--- src/design/ccr_regs.svh ---
// offsets, field positions, reset values and timing for the channel setup registers
`ifndef CCR_REGS_SVH
`define CCR_REGS_SVH
`define CCR_CLK_HZ        100000000
`define CCR_STRIDE        12
`define CCR_OFS_FUNC      8'h01
`define CCR_OFS_ADC       8'h02
`define CCR_OFS_DIN0      8'h03
`define CCR_OFS_DIN1      8'h04
`define CCR_OFS_OUT       8'h05
`define CCR_OFS_RTD       8'h06
`define CCR_OFS_DAC       8'h0A
`define CCR_OFS_CMD       8'h74
`define CCR_RST_ADC       16'h0100
`define CCR_RST_DIN0      16'h000B
`define CCR_RST_DIN1      16'h0049
`define CCR_RST_OUT       16'h0100
`define CCR_RST_RTD       16'h0001
`define CCR_WM_ADC        16'h0F77
`define CCR_WM_DIN0       16'hFFDF
`define CCR_WM_DIN1       16'h07FF
`define CCR_WM_OUT        16'hDEFF
`define CCR_WM_RTD        16'h000F
`define CCR_B_COUNT_EN    15
`define CCR_B_INVERT      14
`define CCR_B_COMP_EN     13
`define CCR_B_DB_MODE     6
`define CCR_B_ALM_PERIOD  12
`define CCR_B_DEFER       10
`define CCR_B_DRV_DLY     9
`define CCR_B_SETTLED     8
`define CCR_B_RTD_REF     3
`define CCR_DB_TIME_US    240
`define CCR_DB_TIME_CODE  11
`define CCR_DB_TICK_CYC   ((`CCR_DB_TIME_US * (`CCR_CLK_HZ / 1000000) + `CCR_DB_TIME_CODE - 1) / `CCR_DB_TIME_CODE)
`define CCR_ALM_SHORT_MS  4
`define CCR_ALM_LONG_MS   20
`define CCR_DRV_LONG_MS   4
`define CCR_DRV_SHORT_US  200
`define CCR_ALM_SHORT_CYC (`CCR_ALM_SHORT_MS * (`CCR_CLK_HZ / 1000))
`define CCR_ALM_LONG_CYC  (`CCR_ALM_LONG_MS * (`CCR_CLK_HZ / 1000))
`define CCR_DRV_LONG_CYC  (`CCR_DRV_LONG_MS * (`CCR_CLK_HZ / 1000))
`define CCR_DRV_SHORT_CYC (`CCR_DRV_SHORT_US * (`CCR_CLK_HZ / 1000000))
`define CCR_RATE0_HZ      4800
`define CCR_RATE1_HZ      76800
`define CCR_RATE2_HZ      153600
`define CCR_RATE3_HZ      230400
`define CCR_RATE0_CYC     (`CCR_CLK_HZ / `CCR_RATE0_HZ)
`define CCR_RATE1_CYC     (`CCR_CLK_HZ / `CCR_RATE1_HZ)
`define CCR_RATE2_CYC     (`CCR_CLK_HZ / `CCR_RATE2_HZ)
`define CCR_RATE3_CYC     (`CCR_CLK_HZ / `CCR_RATE3_HZ)
`define CCR_STEP0         16'h020C
`define CCR_STEP1         16'h03D7
`define CCR_STEP2         16'h0F9E
`define CCR_STEP3         16'h38D5
`endif

--- src/design/ccr_pkg.sv ---
// types shared by the channel setup registers
package ccr_pkg;
  typedef enum logic [1:0] {
    CCR_SLEW_OFF    = 2'h0,
    CCR_SLEW_LINEAR = 2'h1,
    CCR_SLEW_MODEM  = 2'h2,
    CCR_SLEW_RSVD   = 2'h3
  } ccr_slew_t;
  typedef enum logic [3:0] {
    CCR_FN_HIGH_IMPEDANCE_FUNCTION = 4'h0,
    CCR_FN_VOLTAGE_OUT             = 4'h1,
    CCR_FN_CURRENT_OUTPUT_FUNCTION = 4'h2,
    CCR_FN_VOLTAGE_IN              = 4'h3,
    CCR_FN_CURRENT_IN_EXT          = 4'h4,
    CCR_FN_CURRENT_IN_LOOP         = 4'h5,
    CCR_FN_RESISTANCE              = 4'h7,
    CCR_FN_DIGITAL_IN              = 4'h8,
    CCR_FN_DIGITAL_IN_LOOP         = 4'h9,
    CCR_FN_MODEM_CURRENT_OUTPUT    = 4'hA,
    CCR_FN_CURRENT_IN_EXT_MODEM    = 4'hB,
    CCR_FN_CURRENT_IN_LOOP_MODEM   = 4'hC
  } ccr_func_t;
endpackage

--- src/design/ccr_channel_config.sv ---
// per-channel setup registers with debounce, counting, alarm, driver delay and slew logic
`include "ccr_regs.svh"
`timescale 1ns/1ps
`default_nettype none
module ccr_channel_config #(
  parameter int unsigned N_CH          = 4,
  parameter int unsigned ALM_SHORT_CYC = `CCR_ALM_SHORT_CYC,
  parameter int unsigned ALM_LONG_CYC  = `CCR_ALM_LONG_CYC,
  parameter int unsigned DRV_LONG_CYC  = `CCR_DRV_LONG_CYC,
  parameter int unsigned DRV_SHORT_CYC = `CCR_DRV_SHORT_CYC,
  parameter int unsigned RATE0_CYC     = `CCR_RATE0_CYC,
  parameter logic [15:0] DAC_KEY       = 16'h00A5,  // arbitrary update key
  parameter logic [15:0] DAC_OFS_CODE  = 16'h0100   // arbitrary offset code
) (
  input  wire logic              CLK,
  input  wire logic              RST_B,
  input  wire logic [7:0]        REG_ADDR,
  input  wire logic [15:0]       REG_WDATA,
  input  wire logic              REG_WE,
  input  wire logic              REG_RE,
  output logic      [15:0]       REG_RDATA,
  input  wire logic [N_CH-1:0]   DIN_COMP,
  input  wire logic [2*N_CH-1:0] ALARM_RAW,
  input  wire logic [N_CH-1:0]   BIAS_READY,
  input  wire logic [N_CH-1:0]   SUPPLY_TRACK_LO,
  input  wire logic [N_CH-1:0]   RTD_CONV,
  input  wire logic [16*N_CH-1:0] CAL_OFFSET,
  output logic      [16*N_CH-1:0] CFG_ADC,
  output logic      [16*N_CH-1:0] CFG_DIN0,
  output logic      [16*N_CH-1:0] CFG_DIN1,
  output logic      [16*N_CH-1:0] CFG_OUT,
  output logic      [16*N_CH-1:0] CFG_RTD,
  output logic      [N_CH-1:0]   DIN_LEVEL,
  output logic      [32*N_CH-1:0] DIN_COUNT,
  output logic      [2*N_CH-1:0] ALARM_OUT,
  output logic      [N_CH-1:0]   DRV_EN,
  output logic      [N_CH-1:0]   SUPPLY_LO,
  output logic      [16*N_CH-1:0] DAC_ACTIVE,
  output logic      [16*N_CH-1:0] RTD_OFFSET
);
  localparam int CW = $clog2(ALM_LONG_CYC + DRV_LONG_CYC + 1);
  localparam int SW = $clog2(RATE0_CYC + 1);

  // register images visible to the read mux
  logic [15:0] adc_q  [N_CH];
  logic [15:0] din0_q [N_CH];
  logic [15:0] din1_q [N_CH];
  logic [15:0] out_q  [N_CH];
  logic [15:0] rtd_q  [N_CH];
  logic        settled_q [N_CH];
  logic [11:0] db_div, next_db_div;
  logic [SW-1:0] mdm_div, next_mdm_div;
  logic        db_tick, mdm_tick;
  logic [15:0] next_rdata;

  // unlisted codes fall back to high impedance
  function automatic ccr_pkg::ccr_func_t decode_func(input logic [3:0] code);
    if (code inside {4'h0, 4'h1, 4'h2, 4'h3, 4'h4, 4'h5, 4'h7, 4'h8, 4'h9, 4'hA, 4'hB, 4'hC}) begin
      decode_func = ccr_pkg::ccr_func_t'(code);
    end else begin
      decode_func = ccr_pkg::CCR_FN_HIGH_IMPEDANCE_FUNCTION;
    end
  endfunction

  // span and node loaded on every function write
  function automatic logic [5:0] func_defaults(input ccr_pkg::ccr_func_t f);
    case (f)
      ccr_pkg::CCR_FN_CURRENT_OUTPUT_FUNCTION,
      ccr_pkg::CCR_FN_MODEM_CURRENT_OUTPUT: func_defaults = {3'h0, 3'h1};
      ccr_pkg::CCR_FN_RESISTANCE:           func_defaults = {3'h5, 3'h3};
      ccr_pkg::CCR_FN_VOLTAGE_OUT:          func_defaults = {3'h1, 3'h0};
      default:                              func_defaults = {3'h0, 3'h0};
    endcase
  endfunction

  // one step of a slewer, never overshooting the goal
  function automatic logic [15:0] step_toward(input logic [15:0] cur, input logic [15:0] goal,
                                              input logic [15:0] step);
    logic [16:0] sum;
    sum = {1'b0, cur} + {1'b0, step};
    if (cur < goal) begin
      step_toward = (sum >= {1'b0, goal}) ? goal : sum[15:0];
    end else if (cur > goal) begin
      step_toward = (cur - goal <= step) ? goal : cur - step;
    end else begin
      step_toward = cur;
    end
  endfunction

  // shared dividers and the registered read port
  always_comb begin
    db_tick = (db_div == 12'(`CCR_DB_TICK_CYC - 1));
    mdm_tick = (mdm_div == SW'(RATE0_CYC - 1));
    next_db_div = db_tick ? 12'h000 : db_div + 12'h001;
    next_mdm_div = mdm_tick ? '0 : mdm_div + SW'(1);
    next_rdata = REG_RDATA;
    if (REG_RE) begin
      next_rdata = 16'h0000;  // unmapped addresses answer zero
      for (int c = 0; c < N_CH; c++) begin
        if (REG_ADDR == `CCR_OFS_ADC + 8'(c * `CCR_STRIDE)) next_rdata = adc_q[c];
        if (REG_ADDR == `CCR_OFS_DIN0 + 8'(c * `CCR_STRIDE)) next_rdata = din0_q[c];
        if (REG_ADDR == `CCR_OFS_DIN1 + 8'(c * `CCR_STRIDE)) next_rdata = din1_q[c];
        if (REG_ADDR == `CCR_OFS_OUT + 8'(c * `CCR_STRIDE)) begin
          next_rdata = out_q[c] | (16'(settled_q[c]) << `CCR_B_SETTLED);
        end
        if (REG_ADDR == `CCR_OFS_RTD + 8'(c * `CCR_STRIDE)) next_rdata = rtd_q[c];
      end
    end
  end

  always_ff @(posedge CLK or negedge RST_B) begin
    if (!RST_B) begin
      db_div <= 12'h000;
      mdm_div <= '0;
      REG_RDATA <= 16'h0000;
    end else begin
      db_div <= next_db_div;
      mdm_div <= next_mdm_div;
      REG_RDATA <= next_rdata;
    end
  end

  for (genvar c = 0; c < N_CH; c++) begin : g_ch
    localparam logic [7:0] CB = 8'(c * `CCR_STRIDE);
    logic wr_func, wr_adc, wr_din0, wr_din1, wr_out, wr_rtd, wr_dac, wr_key;
    ccr_pkg::ccr_func_t fn, nf;
    ccr_pkg::ccr_slew_t slew;
    logic [3:0]  func_q, next_func;
    logic [15:0] next_adc, next_din0, next_din1, next_out, next_rtd;
    logic        din_s1, din_s2, bias_s1, bias_s2, trk_s1, trk_s2;
    logic [1:0]  alm_s1, alm_s2, alm_q, next_alm;
    logic [CW-1:0] alm_cnt [2];
    logic [CW-1:0] next_alm_cnt [2];
    logic [CW-1:0] alm_per, drv_dly, drv_cnt, next_drv_cnt;
    logic        din_i, lvl, next_lvl, drv, next_drv, sup, next_sup, next_settled;
    logic [4:0]  dcnt, next_dcnt;
    logic [31:0] cnt, next_cnt;
    logic [15:0] code, next_code, tgt, next_tgt, act, next_act, mpos, next_mpos;
    logic [15:0] step, rofs, next_rofs;
    logic [SW-1:0] ltick, next_ltick, lper;

    assign wr_func = REG_WE && REG_ADDR == `CCR_OFS_FUNC + CB;
    assign wr_adc  = REG_WE && REG_ADDR == `CCR_OFS_ADC + CB;
    assign wr_din0 = REG_WE && REG_ADDR == `CCR_OFS_DIN0 + CB;
    assign wr_din1 = REG_WE && REG_ADDR == `CCR_OFS_DIN1 + CB;
    assign wr_out  = REG_WE && REG_ADDR == `CCR_OFS_OUT + CB;
    assign wr_rtd  = REG_WE && REG_ADDR == `CCR_OFS_RTD + CB;
    assign wr_dac  = REG_WE && REG_ADDR == `CCR_OFS_DAC + CB;
    assign wr_key  = REG_WE && REG_ADDR == `CCR_OFS_CMD && REG_WDATA == DAC_KEY;

    // every next value of the channel
    always_comb begin
      fn = decode_func(func_q);
      nf = decode_func(REG_WDATA[3:0]);
      slew = ccr_pkg::ccr_slew_t'(out_q[c][6:5]);
      next_func = func_q;
      // writable fields only; reserved bits stay zero
      next_adc  = wr_adc ? REG_WDATA & `CCR_WM_ADC : adc_q[c];
      next_din0 = wr_din0 ? REG_WDATA & `CCR_WM_DIN0 : din0_q[c];
      next_din1 = wr_din1 ? REG_WDATA & `CCR_WM_DIN1 : din1_q[c];
      next_out  = wr_out ? REG_WDATA & `CCR_WM_OUT : out_q[c];
      next_rtd  = wr_rtd ? REG_WDATA & `CCR_WM_RTD : rtd_q[c];
      next_code = wr_dac ? REG_WDATA : code;
      next_tgt = tgt;
      next_mpos = mpos;
      if (wr_dac && !out_q[c][`CCR_B_DEFER]) next_tgt = REG_WDATA;
      if (wr_key) next_tgt = code;
      // function write overrides a same-cycle field write
      if (wr_func) begin
        next_func = REG_WDATA[3:0];
        {next_adc[6:4], next_adc[2:0]} = func_defaults(nf);
        next_din0[`CCR_B_COMP_EN] = nf inside {ccr_pkg::CCR_FN_DIGITAL_IN, ccr_pkg::CCR_FN_DIGITAL_IN_LOOP};
        next_din0[11:7] = 5'h00;
        if (fn == ccr_pkg::CCR_FN_HIGH_IMPEDANCE_FUNCTION && nf != ccr_pkg::CCR_FN_HIGH_IMPEDANCE_FUNCTION) begin
          next_mpos = DAC_OFS_CODE;
        end
      end
      // debounce on the comparator, inverted when the invert bit is set
      din_i = din_s2 ^ din0_q[c][`CCR_B_INVERT];
      next_dcnt = dcnt;
      next_lvl = lvl;
      if (din0_q[c][4:0] == 5'h00) begin
        next_dcnt = 5'h00;
        next_lvl = din_i;
      end else if (db_tick) begin
        if (din_i) begin
          next_dcnt = (dcnt < din0_q[c][4:0]) ? dcnt + 5'h01 : dcnt;
        end else if (!din0_q[c][`CCR_B_DB_MODE]) begin
          next_dcnt = (dcnt != 5'h00) ? dcnt - 5'h01 : dcnt;
        end else begin
          next_dcnt = 5'h00;
        end
        if (next_dcnt >= din0_q[c][4:0]) next_lvl = 1'b1;
        else if (next_dcnt == 5'h00) next_lvl = 1'b0;
      end
      // rising edges normally, falling edges when inverted
      next_cnt = cnt;
      if (din0_q[c][`CCR_B_COUNT_EN] && lvl != next_lvl && next_lvl != din0_q[c][`CCR_B_INVERT]) begin
        next_cnt = cnt + 32'h0000_0001;
      end
      // alarm deglitch only in voltage output
      alm_per = out_q[c][`CCR_B_ALM_PERIOD] ? CW'(ALM_LONG_CYC) : CW'(ALM_SHORT_CYC);
      next_alm = alm_q;
      for (int k = 0; k < 2; k++) begin
        next_alm_cnt[k] = '0;
        if (fn != ccr_pkg::CCR_FN_VOLTAGE_OUT) begin
          next_alm[k] = alm_s2[k];
        end else if (alm_s2[k] != alm_q[k]) begin
          if (alm_cnt[k] >= alm_per - CW'(1)) next_alm[k] = alm_s2[k];
          else next_alm_cnt[k] = alm_cnt[k] + CW'(1);
        end
      end
      // bias-to-drive delay, programmable only for modem output
      drv_dly = (fn == ccr_pkg::CCR_FN_MODEM_CURRENT_OUTPUT && !out_q[c][`CCR_B_DRV_DLY]) ?
                CW'(DRV_LONG_CYC) : CW'(DRV_SHORT_CYC);
      next_drv_cnt = '0;
      next_drv = 1'b0;
      if (bias_s2) begin
        next_drv = drv || (drv_cnt >= drv_dly - CW'(1));
        next_drv_cnt = next_drv ? drv_cnt : drv_cnt + CW'(1);
      end
      // supply lock or tracking
      unique case (out_q[c][15:14])
        2'h0: next_sup = 1'b0;
        2'h1: next_sup = 1'b1;
        2'h2: next_sup = trk_s2 && fn inside {ccr_pkg::CCR_FN_CURRENT_OUTPUT_FUNCTION,
                                              ccr_pkg::CCR_FN_MODEM_CURRENT_OUTPUT};
        2'h3: next_sup = 1'b0;
      endcase
      // linear step and update rate
      unique case (out_q[c][4:3])
        2'h0: step = `CCR_STEP0;
        2'h1: step = `CCR_STEP1;
        2'h2: step = `CCR_STEP2;
        2'h3: step = `CCR_STEP3;
      endcase
      unique case (out_q[c][2:1])
        2'h0: lper = SW'(RATE0_CYC);
        2'h1: lper = SW'(`CCR_RATE1_CYC);
        2'h2: lper = SW'(`CCR_RATE2_CYC);
        2'h3: lper = SW'(`CCR_RATE3_CYC);
      endcase
      next_ltick = (ltick >= lper - SW'(1)) ? '0 : ltick + SW'(1);
      // modem slewer runs all the time at the slow rate
      if (mdm_tick && !(wr_func && next_mpos != mpos)) next_mpos = step_toward(mpos, tgt, `CCR_STEP0);
      next_settled = (next_mpos == next_tgt);
      next_act = act;
      unique case (slew)
        ccr_pkg::CCR_SLEW_OFF:    next_act = act;
        ccr_pkg::CCR_SLEW_LINEAR: if (next_ltick == '0) next_act = step_toward(act, tgt, step);
        ccr_pkg::CCR_SLEW_MODEM:  next_act = mpos;
        ccr_pkg::CCR_SLEW_RSVD:   next_act = act;
      endcase
      // offset scaling during a resistance conversion
      next_rofs = 16'h0000;
      if (RTD_CONV[c] && fn == ccr_pkg::CCR_FN_RESISTANCE) begin
        next_rofs = rtd_q[c][`CCR_B_RTD_REF] ? {CAL_OFFSET[16*c+:15], 1'b0} : CAL_OFFSET[16*c+:16];
      end
    end

    always_ff @(posedge CLK or negedge RST_B) begin
      if (!RST_B) begin
        func_q <= 4'h0;
        adc_q[c] <= `CCR_RST_ADC;
        din0_q[c] <= `CCR_RST_DIN0;
        din1_q[c] <= `CCR_RST_DIN1;
        out_q[c] <= `CCR_RST_OUT & `CCR_WM_OUT;
        rtd_q[c] <= `CCR_RST_RTD;
        settled_q[c] <= 1'b1;
        {din_s1, din_s2, bias_s1, bias_s2, trk_s1, trk_s2} <= 6'h00;
        {alm_s1, alm_s2, alm_q} <= 6'h00;
        alm_cnt[0] <= '0;
        alm_cnt[1] <= '0;
        dcnt <= 5'h00;
        lvl <= 1'b0;
        cnt <= 32'h0000_0000;
        {code, tgt, act, mpos, rofs} <= 80'h0;
        drv_cnt <= '0;
        drv <= 1'b0;
        sup <= 1'b0;
        ltick <= '0;
      end else begin
        func_q <= next_func;
        adc_q[c] <= next_adc;
        din0_q[c] <= next_din0;
        din1_q[c] <= next_din1;
        out_q[c] <= next_out;
        rtd_q[c] <= next_rtd;
        settled_q[c] <= next_settled;
        // two-stage synchronisers on pin inputs
        {din_s1, din_s2} <= {DIN_COMP[c], din_s1};
        {bias_s1, bias_s2} <= {BIAS_READY[c], bias_s1};
        {trk_s1, trk_s2} <= {SUPPLY_TRACK_LO[c], trk_s1};
        alm_s1 <= ALARM_RAW[2*c+:2];
        alm_s2 <= alm_s1;
        alm_q <= next_alm;
        alm_cnt[0] <= next_alm_cnt[0];
        alm_cnt[1] <= next_alm_cnt[1];
        dcnt <= next_dcnt;
        lvl <= next_lvl;
        cnt <= next_cnt;
        {code, tgt, act, mpos, rofs} <= {next_code, next_tgt, next_act, next_mpos, next_rofs};
        drv_cnt <= next_drv_cnt;
        drv <= next_drv;
        sup <= next_sup;
        ltick <= next_ltick;
      end
    end

    // register images and channel state onto the ports
    assign CFG_ADC[16*c+:16] = adc_q[c];
    assign CFG_DIN0[16*c+:16] = din0_q[c];
    assign CFG_DIN1[16*c+:16] = din1_q[c];
    assign CFG_OUT[16*c+:16] = out_q[c] | (16'(settled_q[c]) << `CCR_B_SETTLED);
    assign CFG_RTD[16*c+:16] = rtd_q[c];
    assign DIN_LEVEL[c] = lvl;
    assign DIN_COUNT[32*c+:32] = cnt;
    assign ALARM_OUT[2*c+:2] = alm_q;
    assign DRV_EN[c] = drv;
    assign SUPPLY_LO[c] = sup;
    assign DAC_ACTIVE[16*c+:16] = act;
    assign RTD_OFFSET[16*c+:16] = rofs;
  end
endmodule
`default_nettype wire

--- config.mk ---
export PLATFORM = sky130hd
export DESIGN_NAME = ccr_channel_config
export DESIGN_NICKNAME = d
export VERILOG_FILES = /design/src/design/ccr_pkg.sv /design/src/design/ccr_channel_config.sv
export VERILOG_INCLUDE_DIRS = /design/src /design/src/design
export SDC_FILE = /design/constraint.sdc
export NUM_CORES = 2
export LEC_CHECK = 0
export ABC_AREA = 1
export BUFFER_PORTS_ARGS = -buffer_cell sky130_fd_sc_hd__buf_2
export CAP_MARGIN = 20
export CORE_ASPECT_RATIO = 1.25
export CORE_MARGIN = 10
export CORE_UTILIZATION = 60
export CTS_CLUSTER_SIZE = 30
export DETAILED_ROUTE_END_ITERATION = 7
export MAX_ROUTING_LAYER = met4
export PLACE_DENSITY = 0.81
export SLEW_MARGIN = 20
export SYNTH_ARGS = -nofsm -noshare
export SYNTH_HDL_FRONTEND = slang
export SYNTH_SLANG_ARGS = --single-unit
--- constraint.sdc ---
create_clock -name CLK -period 6.9 [get_ports CLK]
set_input_delay 0.345 -clock CLK [delete_from_list [all_inputs] [get_ports CLK]]
set_output_delay 0.345 -clock CLK [all_outputs]
set_load 0.03 [all_outputs]
* Yosys cells after proc, flatten, opt, wreduce, memory -nomap -nowiden
Cells that the tools add are included.
** Operators by class
- Order comparisons :: 56
- Eq/ne operators :: 193
- Reductions and logical operators :: 183
- Add/subtract/negate cells :: 66
- Muxes and demuxes :: 252
- Bitwise logic cells :: 12
** Operators with widths (number)
- 2-to-1 mux 16 bit :: 83
- 2-to-1 mux 22 bit :: 32
- adder 22 x 1 -> 22 bit, second input constant :: 12
- >= comparator 22 bit :: 12
- one-hot mux 16 bit (4 select lines) :: 4
- one-hot mux 15 bit (4 select lines) :: 4
- subtractor 16 bit :: 12
- 2-to-1 mux 5 bit :: 36
- >= comparator 17 x 16 -> 1 bit :: 8
- adder 32 x 1 -> 32 bit, second input constant :: 4
- equality test 4 bit, second input constant :: 32
- greater-than comparator 16 bit :: 8
- less-than comparator 16 bit :: 8
- one-hot mux 16 bit (2 select lines) :: 4
- subtractor 21 x 1 -> 22 bit, second input constant :: 4
- 2-to-1 mux 21 bit :: 4
- equality test 4 x 3 -> 1 bit, second input constant :: 20
- equality test 8 x 5 -> 1 bit, second input constant :: 10
- subtractor 19 x 1 -> 20 bit, second input constant :: 4
- 2-to-1 mux 19 bit :: 4
- adder 15 x 1 -> 15 bit, second input constant :: 5
- 2-to-1 mux 15 bit :: 5
- adder 16 x 10 -> 17 bit, second input constant :: 4
- adder 16 x 16 -> 17 bit :: 4
- 54 further kinds :: 439
** Word-level totals
- Word-level logic and storage cells :: 897
- Input port bits :: 116
- Register bits :: 1131

* Longest topological paths before layout
- Word-level depth :: 21
- Depth in mapped cells :: 37
- Depth with buffers taken out :: 36

* Worst setup path after synthesis
Ideal clock, no wire load.
- Path kind :: flip-flop to flip-flop
- From :: register out_q[20] in the netlist's numbering
- To :: register g_ch[2].act[15]
- Library setup time :: 117 ps
- Arrival time :: 4744 ps
- Required time :: 6783 ps
- Setup slack :: 2039 ps
- Stages on the path, launching flop included :: 30
- Buffers on the path :: 1
- Cell sequence :: dfrtp_1 -> inv_1 -> ha_1 -> o21ai_0 -> inv_1 -> ha_1 -> fa_1 -> o21ai_0 -> nand2_1 -> nand2_1 -> o311ai_1 -> nand3_1 -> nand2_1 -> a21boi_1 -> o21ai_0 -> xor2_1 -> inv_1 -> ha_1 -> nand2_1 -> nor4_1 -> nand4_1 -> o221ai_1 -> nand2_1 -> nand3b_1 -> clkbuf_1 -> nand2_1 -> o211ai_1 -> nand3_1 -> nand2_1 -> nand2_1
** On the way
- Longest elaborated chain between the ends :: 8
- Elaborated cells on any way between the ends :: 15
- Those cells by class :: add/sub (2); order compare (2); eq/ne (3); mux (7); reduce/logical (1)
** RTL lines
- start: declaration :: RTL line ccr_channel_config.sv:48 : logic [15:0] out_q [N_CH];
- start signal: indexed assignment :: RTL line ccr_channel_config.sv:267 : out_q[c] <= `CCR_RST_OUT & `CCR_WM_OUT;
- start signal: indexed assignment :: RTL line ccr_channel_config.sv:287 : out_q[c] <= next_out;
- equality test 2 bit, or another cell as far along :: RTL line ccr_channel_config.sv:231 : unique case (out_q[c][4:3])
- one-hot mux 16 bit (4 select lines) * :: RTL line ccr_channel_config.sv:231
- adder 16 x 16 -> 17 bit, or another cell as far along :: RTL line ccr_channel_config.sv:80 : sum = {1'b0, cur} + {1'b0, step};
- >= comparator 17 x 16 -> 1 bit or 2-to-1 mux 16 bit (tied branches) :: RTL line ccr_channel_config.sv:82, ccr_channel_config.sv:84
- 2-to-1 mux 16 bit, on equally long branches :: RTL line ccr_channel_config.sv:82, ccr_channel_config.sv:83
- 2-to-1 mux 16 bit * :: RTL line ccr_channel_config.sv:81 : if (cur < goal) begin
- 2-to-1 mux 16 bit * :: RTL line ccr_channel_config.sv:250 : ccr_pkg::CCR_SLEW_LINEAR: if (next_ltick == '0) next_act = step_toward(act, tgt, step);
- one-hot mux 16 bit (2 select lines) * :: RTL line ccr_channel_config.sv:248 : unique case (slew)
- end signal: assignment :: RTL line ccr_channel_config.sv:302 : {code, tgt, act, mpos, rofs} <= {next_code, next_tgt, next_act, next_mpos, next_rofs};
- end: declaration :: RTL line ccr_channel_config.sv:138 : logic [15:0] code, next_code, tgt, next_tgt, act, next_act, mpos, next_mpos;
Every way passes the cells marked *; elsewhere a longest branch is shown, timed or not. The select of a mux whose other input is x is not followed.
A chain may end at the register's enable or synchronous reset.

* Final worst setup path
- From :: register out_q[20] in the netlist's numbering
- To :: register g_ch[2].act[13]
The elaborated chain is that of the path after synthesis.

==> results.json <==
{
  "slew_headroom_pct": 16.0,
  "syn_inst": 11963,
  "core_area_sq_um": 141000,
  "postRouteAntennaNets": 0,
  "drt-initial-drc-count": 10175,
  "grt_pass1_vias": 85038,
  "swShare_pct": 43.3,
  "hold_viol": 0,
  "async_reset_ff_share_pct": 100,
  "grt_max_degree": 187,
  "synthAdderAreaFrac_pct": 10.3,
  "power_frac_seq_pct": 30.6,
  "synth_top_family_by_area": "simple AND/OR/NAND/NOR gates",
  "p_int_uw": 14800,
  "synth_top_cell_by_area": "dfrtp_1",
  "switchingPower_uw": 11300,
  "instances_no_fill": 14582,
  "cp_common_cell": "nand2_1",
  "r2r_cells": 30,
  "cpPeakStageDelay_ns": 0.59,
  "ir_drop_uv": 244,
  "grt_use_total_pct": 42.9,
  "rsz0062_at_grt": "no",
  "synth-compound-area-share_pct": 13.4,
  "p_clk_share_pct": 27.1,
  "finalSetupTns_ns": 0,
  "hpwl_um": 259000,
  "end_kind": "flop",
  "setup_viol": 0,
  "synthMuxAreaShare_pct": 0.0665,
  "synth-edff-count": 0,
  "drive_above_1_share_pct": 8.92,
  "cts_tree": "yes",
  "power.density_nw_per_um2": 276,
  "ys_warn_count": 0,
  "grt_overflow_total": 0,
  "status": "complete, but fails checks",
  "dieArea_sq_um": 157000,
  "slowest_stage": "nand3b_1",
  "worstSetupPathType": "flop to flop",
  "synthFlopType": "dfrtp_1",
  "cap_violations": 0,
  "areaGrowthSynthToFinish_pct": 11.7,
  "post-route-min-period_ns": 6.12,
  "fp-row-count": 154,
  "ys_ff_latch": 1131,
  "yosysMostFrequentCell": "nand2_1",
  "clk-insertion-delay-late_ns": 0.82,
  "clock-sinks": 1131,
  "failed_checks": "DRC",
  "cts_buffers": 117,
  "synth-simple-area-share_pct": 27.9,
  "antenna_found_initial": 23,
  "yosysTopAreaCellShare_pct": 32.4,
  "vias_per_cell": 6.02,
  "start_util_pct": 60.2,
  "grt_pass1_wl_um": 505000,
  "finClkSkew_ns": 0.0476,
  "final_net_count": 13387,
  "cts-root-buf": "clkbuf_16",
  "avgSynthCellArea_sq_um": 7.07,
  "yosysSeqAreaShare_pct": 33.5,
  "n_fill_cell": 12095,
  "io_buffers": 627,
  "drcViolationCount": 20,
  "min_path_type": "primary input to asynchronous set/reset pin",
  "post_cts_buffers": 0,
  "clockBufferDepth": 3,
  "die_w_um": 356,
  "fmaxAchievable_mhz": 163,
  "worst_pin_slew_ns": 1.25,
  "mappedNetlistArea_sq_um": 84600,
  "cp-start-kind": "flop",
  "placed_cells": 14212,
  "die_h_um": 440,
  "final_max_slew_viol_count": 0,
  "synth_cell_types": 79,
  "p_leak_uw": 0.0491,
  "gp_congestion": 1.09,
  "synthTopCellsByArea": "dfrtp_1 32%, nand2_1 13%, ha_1 10%",
  "ios": 728,
  "cp.arrival_ns": 6.82,
  "cp.required_ns": 7.60,
  "synth.top_cells.by_count": "2915 x nand2_1, 1631 x inv_1, 1095 x dfrtp_1",
  "pwr-share-comb_pct": 42.3,
  "wl_per_cell_um": 23.3,
  "vias": 87782,
  "synth-xor-area-share_pct": 4.53,
  "drt-pass1-iter-count": 8,
  "finalCritPeriodShare_pct": 88.7,
  "cp_max_fo": 23,
  "cts.clk_slew.worst_paths_ns": 0.07,
  "drt_wl_total_um": 340000,
  "h-tree-depth": 3
}
==> metrics by stage <==
| step | setup slack, ns | utilization (%) | hold WS [ns] | area, sq um | total power, uW |
|---|---|---|---|---|---|
| 2_1_floorplan | 2.04 | - | 0.0494 | 85000 | 15600 |
| 3_3_place_gp | 1.21 | 63.3 | 0.332 | 89000 | 18500 |
| 3_5_place_dp | 0.917 | 63.3 | 0.336 | 89100 | 18700 |
| 4_1_cts | 0.867 | 67.2 | 0.00610 | 94500 | 25800 |
| 5_1_grt | 0.325 | 67.2 | 0.0333 | 94500 | 27600 |
| 6_report | 0.779 | 67.2 | 0.0460 | 94600 | 26100 |
==> registers in the layout (all words and copies together), names as in the netlist, 20 cells and up <==
register      cells
CFG_ADC          40
CFG_DIN0         60
CFG_DIN1         44
g_ch.act         64
g_ch.alm_cnt    176
g_ch.cnt        128
g_ch.code        64
g_ch.dcnt        20
g_ch.drv_cnt     88
g_ch.ltick       60
g_ch.mpos        64
g_ch.rofs        64
g_ch.tgt         64
out_q            48
==> timing repair <==
action,in CTS,in global routing
endpoints found under the hold margin,218,0
hold buffers,120,0
resized for setup,0,0
==> cell type report <==
type                            count  area [sq um]  share of cell area, %
Multi-Input combinational cell   8795         48100                   50.9
Sequential cell                  1131         28300                   30.0
Inverter                         1700          6380                   6.75
Timing Repair Buffer              834          5070                   5.37
Clock buffer                      158          3260                   3.45
Tap cell                         1872          2340                   2.48
Clock inverter                     60           950                   1.00
Antenna cell                       32          80.1                 0.0847
==> critical path: cells and delay by family (launching register included) <==
kind / cells / cell delay [ns]
AND/OR/NAND/NOR: 12 / 1.82
AO/OA/AOI/OAI: 8 / 1.35
adder cells (fa/ha/maj): 4 / 1.29
buffers and inverters: 5 / 0.87
flip-flops: 1 / 0.46
XOR/XNOR: 1 / 0.23
==> logic make-up after synthesis <==
logic type,count (synthesis)
and+or+nand+nor,5526
buffers and inverters,2143
AOI/OAI and AO/OA,2027
DFF,1131
adders and majority gates,692
xor gates and xnor gates,437
muxes,5
other,2
==> placed cells by master (no fill, tap or decap), drive strengths merged, types with 107 or more instances in the layout <==
cell type,count
nand2,2929
inv,1688
nor2,1098
dfrtp,1095
o21ai,879
buf,714
nand3,711
a21oi,692
ha,680
xor2,330
nor3,299
nand4,221
clkbuf,158
dlygate4sd3,120
conb,108
xnor2,107
==> power groups by stage <==
stage | Clock, uW | Sequential (uW) | Combinational (uW)
after floorplan | 0 | 8190 | 7410
after global placement | 0 | 8030 | 10500
after detailed placement | 0 | 8040 | 10700
after CTS | 7070 | 7930 | 10800
after global routing | 7350 | 8000 | 12200
final | 7080 | 7980 | 11000
==> per-layer routing <==
| layer | routed length (um) | share of wire (%) | GRT usage, % | up-vias |
|---|---|---|---|---|
| li1 | - | - | - | 40207 |
| met1 | 118000 | 35 | 46.5 | 41015 |
| met2 | 149000 | 44 | 65.1 | 5064 |
| met3 | 41400 | 12 | 14.5 | 1496 |
| met4 | 30800 | 9.1 | 31.9 | 0 |
| met5 | 0 | 0 | - | - |
==> final timing paths <==
check	start	endpoint	slack [ns]
hold / removal	RST_B	g_ch[0].rofs[5]	0.05
setup / recovery	out_q[20]	g_ch[2].act[13]	0.78
hold reg to reg	g_ch[2].alm_s1[0]	g_ch[2].alm_s2[0]	0.35
max in group asynchronous	RST_B	g_ch[3].tgt[1]	4.88
min in group CLK	REG_WDATA[9]	out_q[25]	0.05
setup reg to reg	out_q[20]	g_ch[2].act[13]	0.78
No activity file was read; power rests on OpenSTA's default activity.
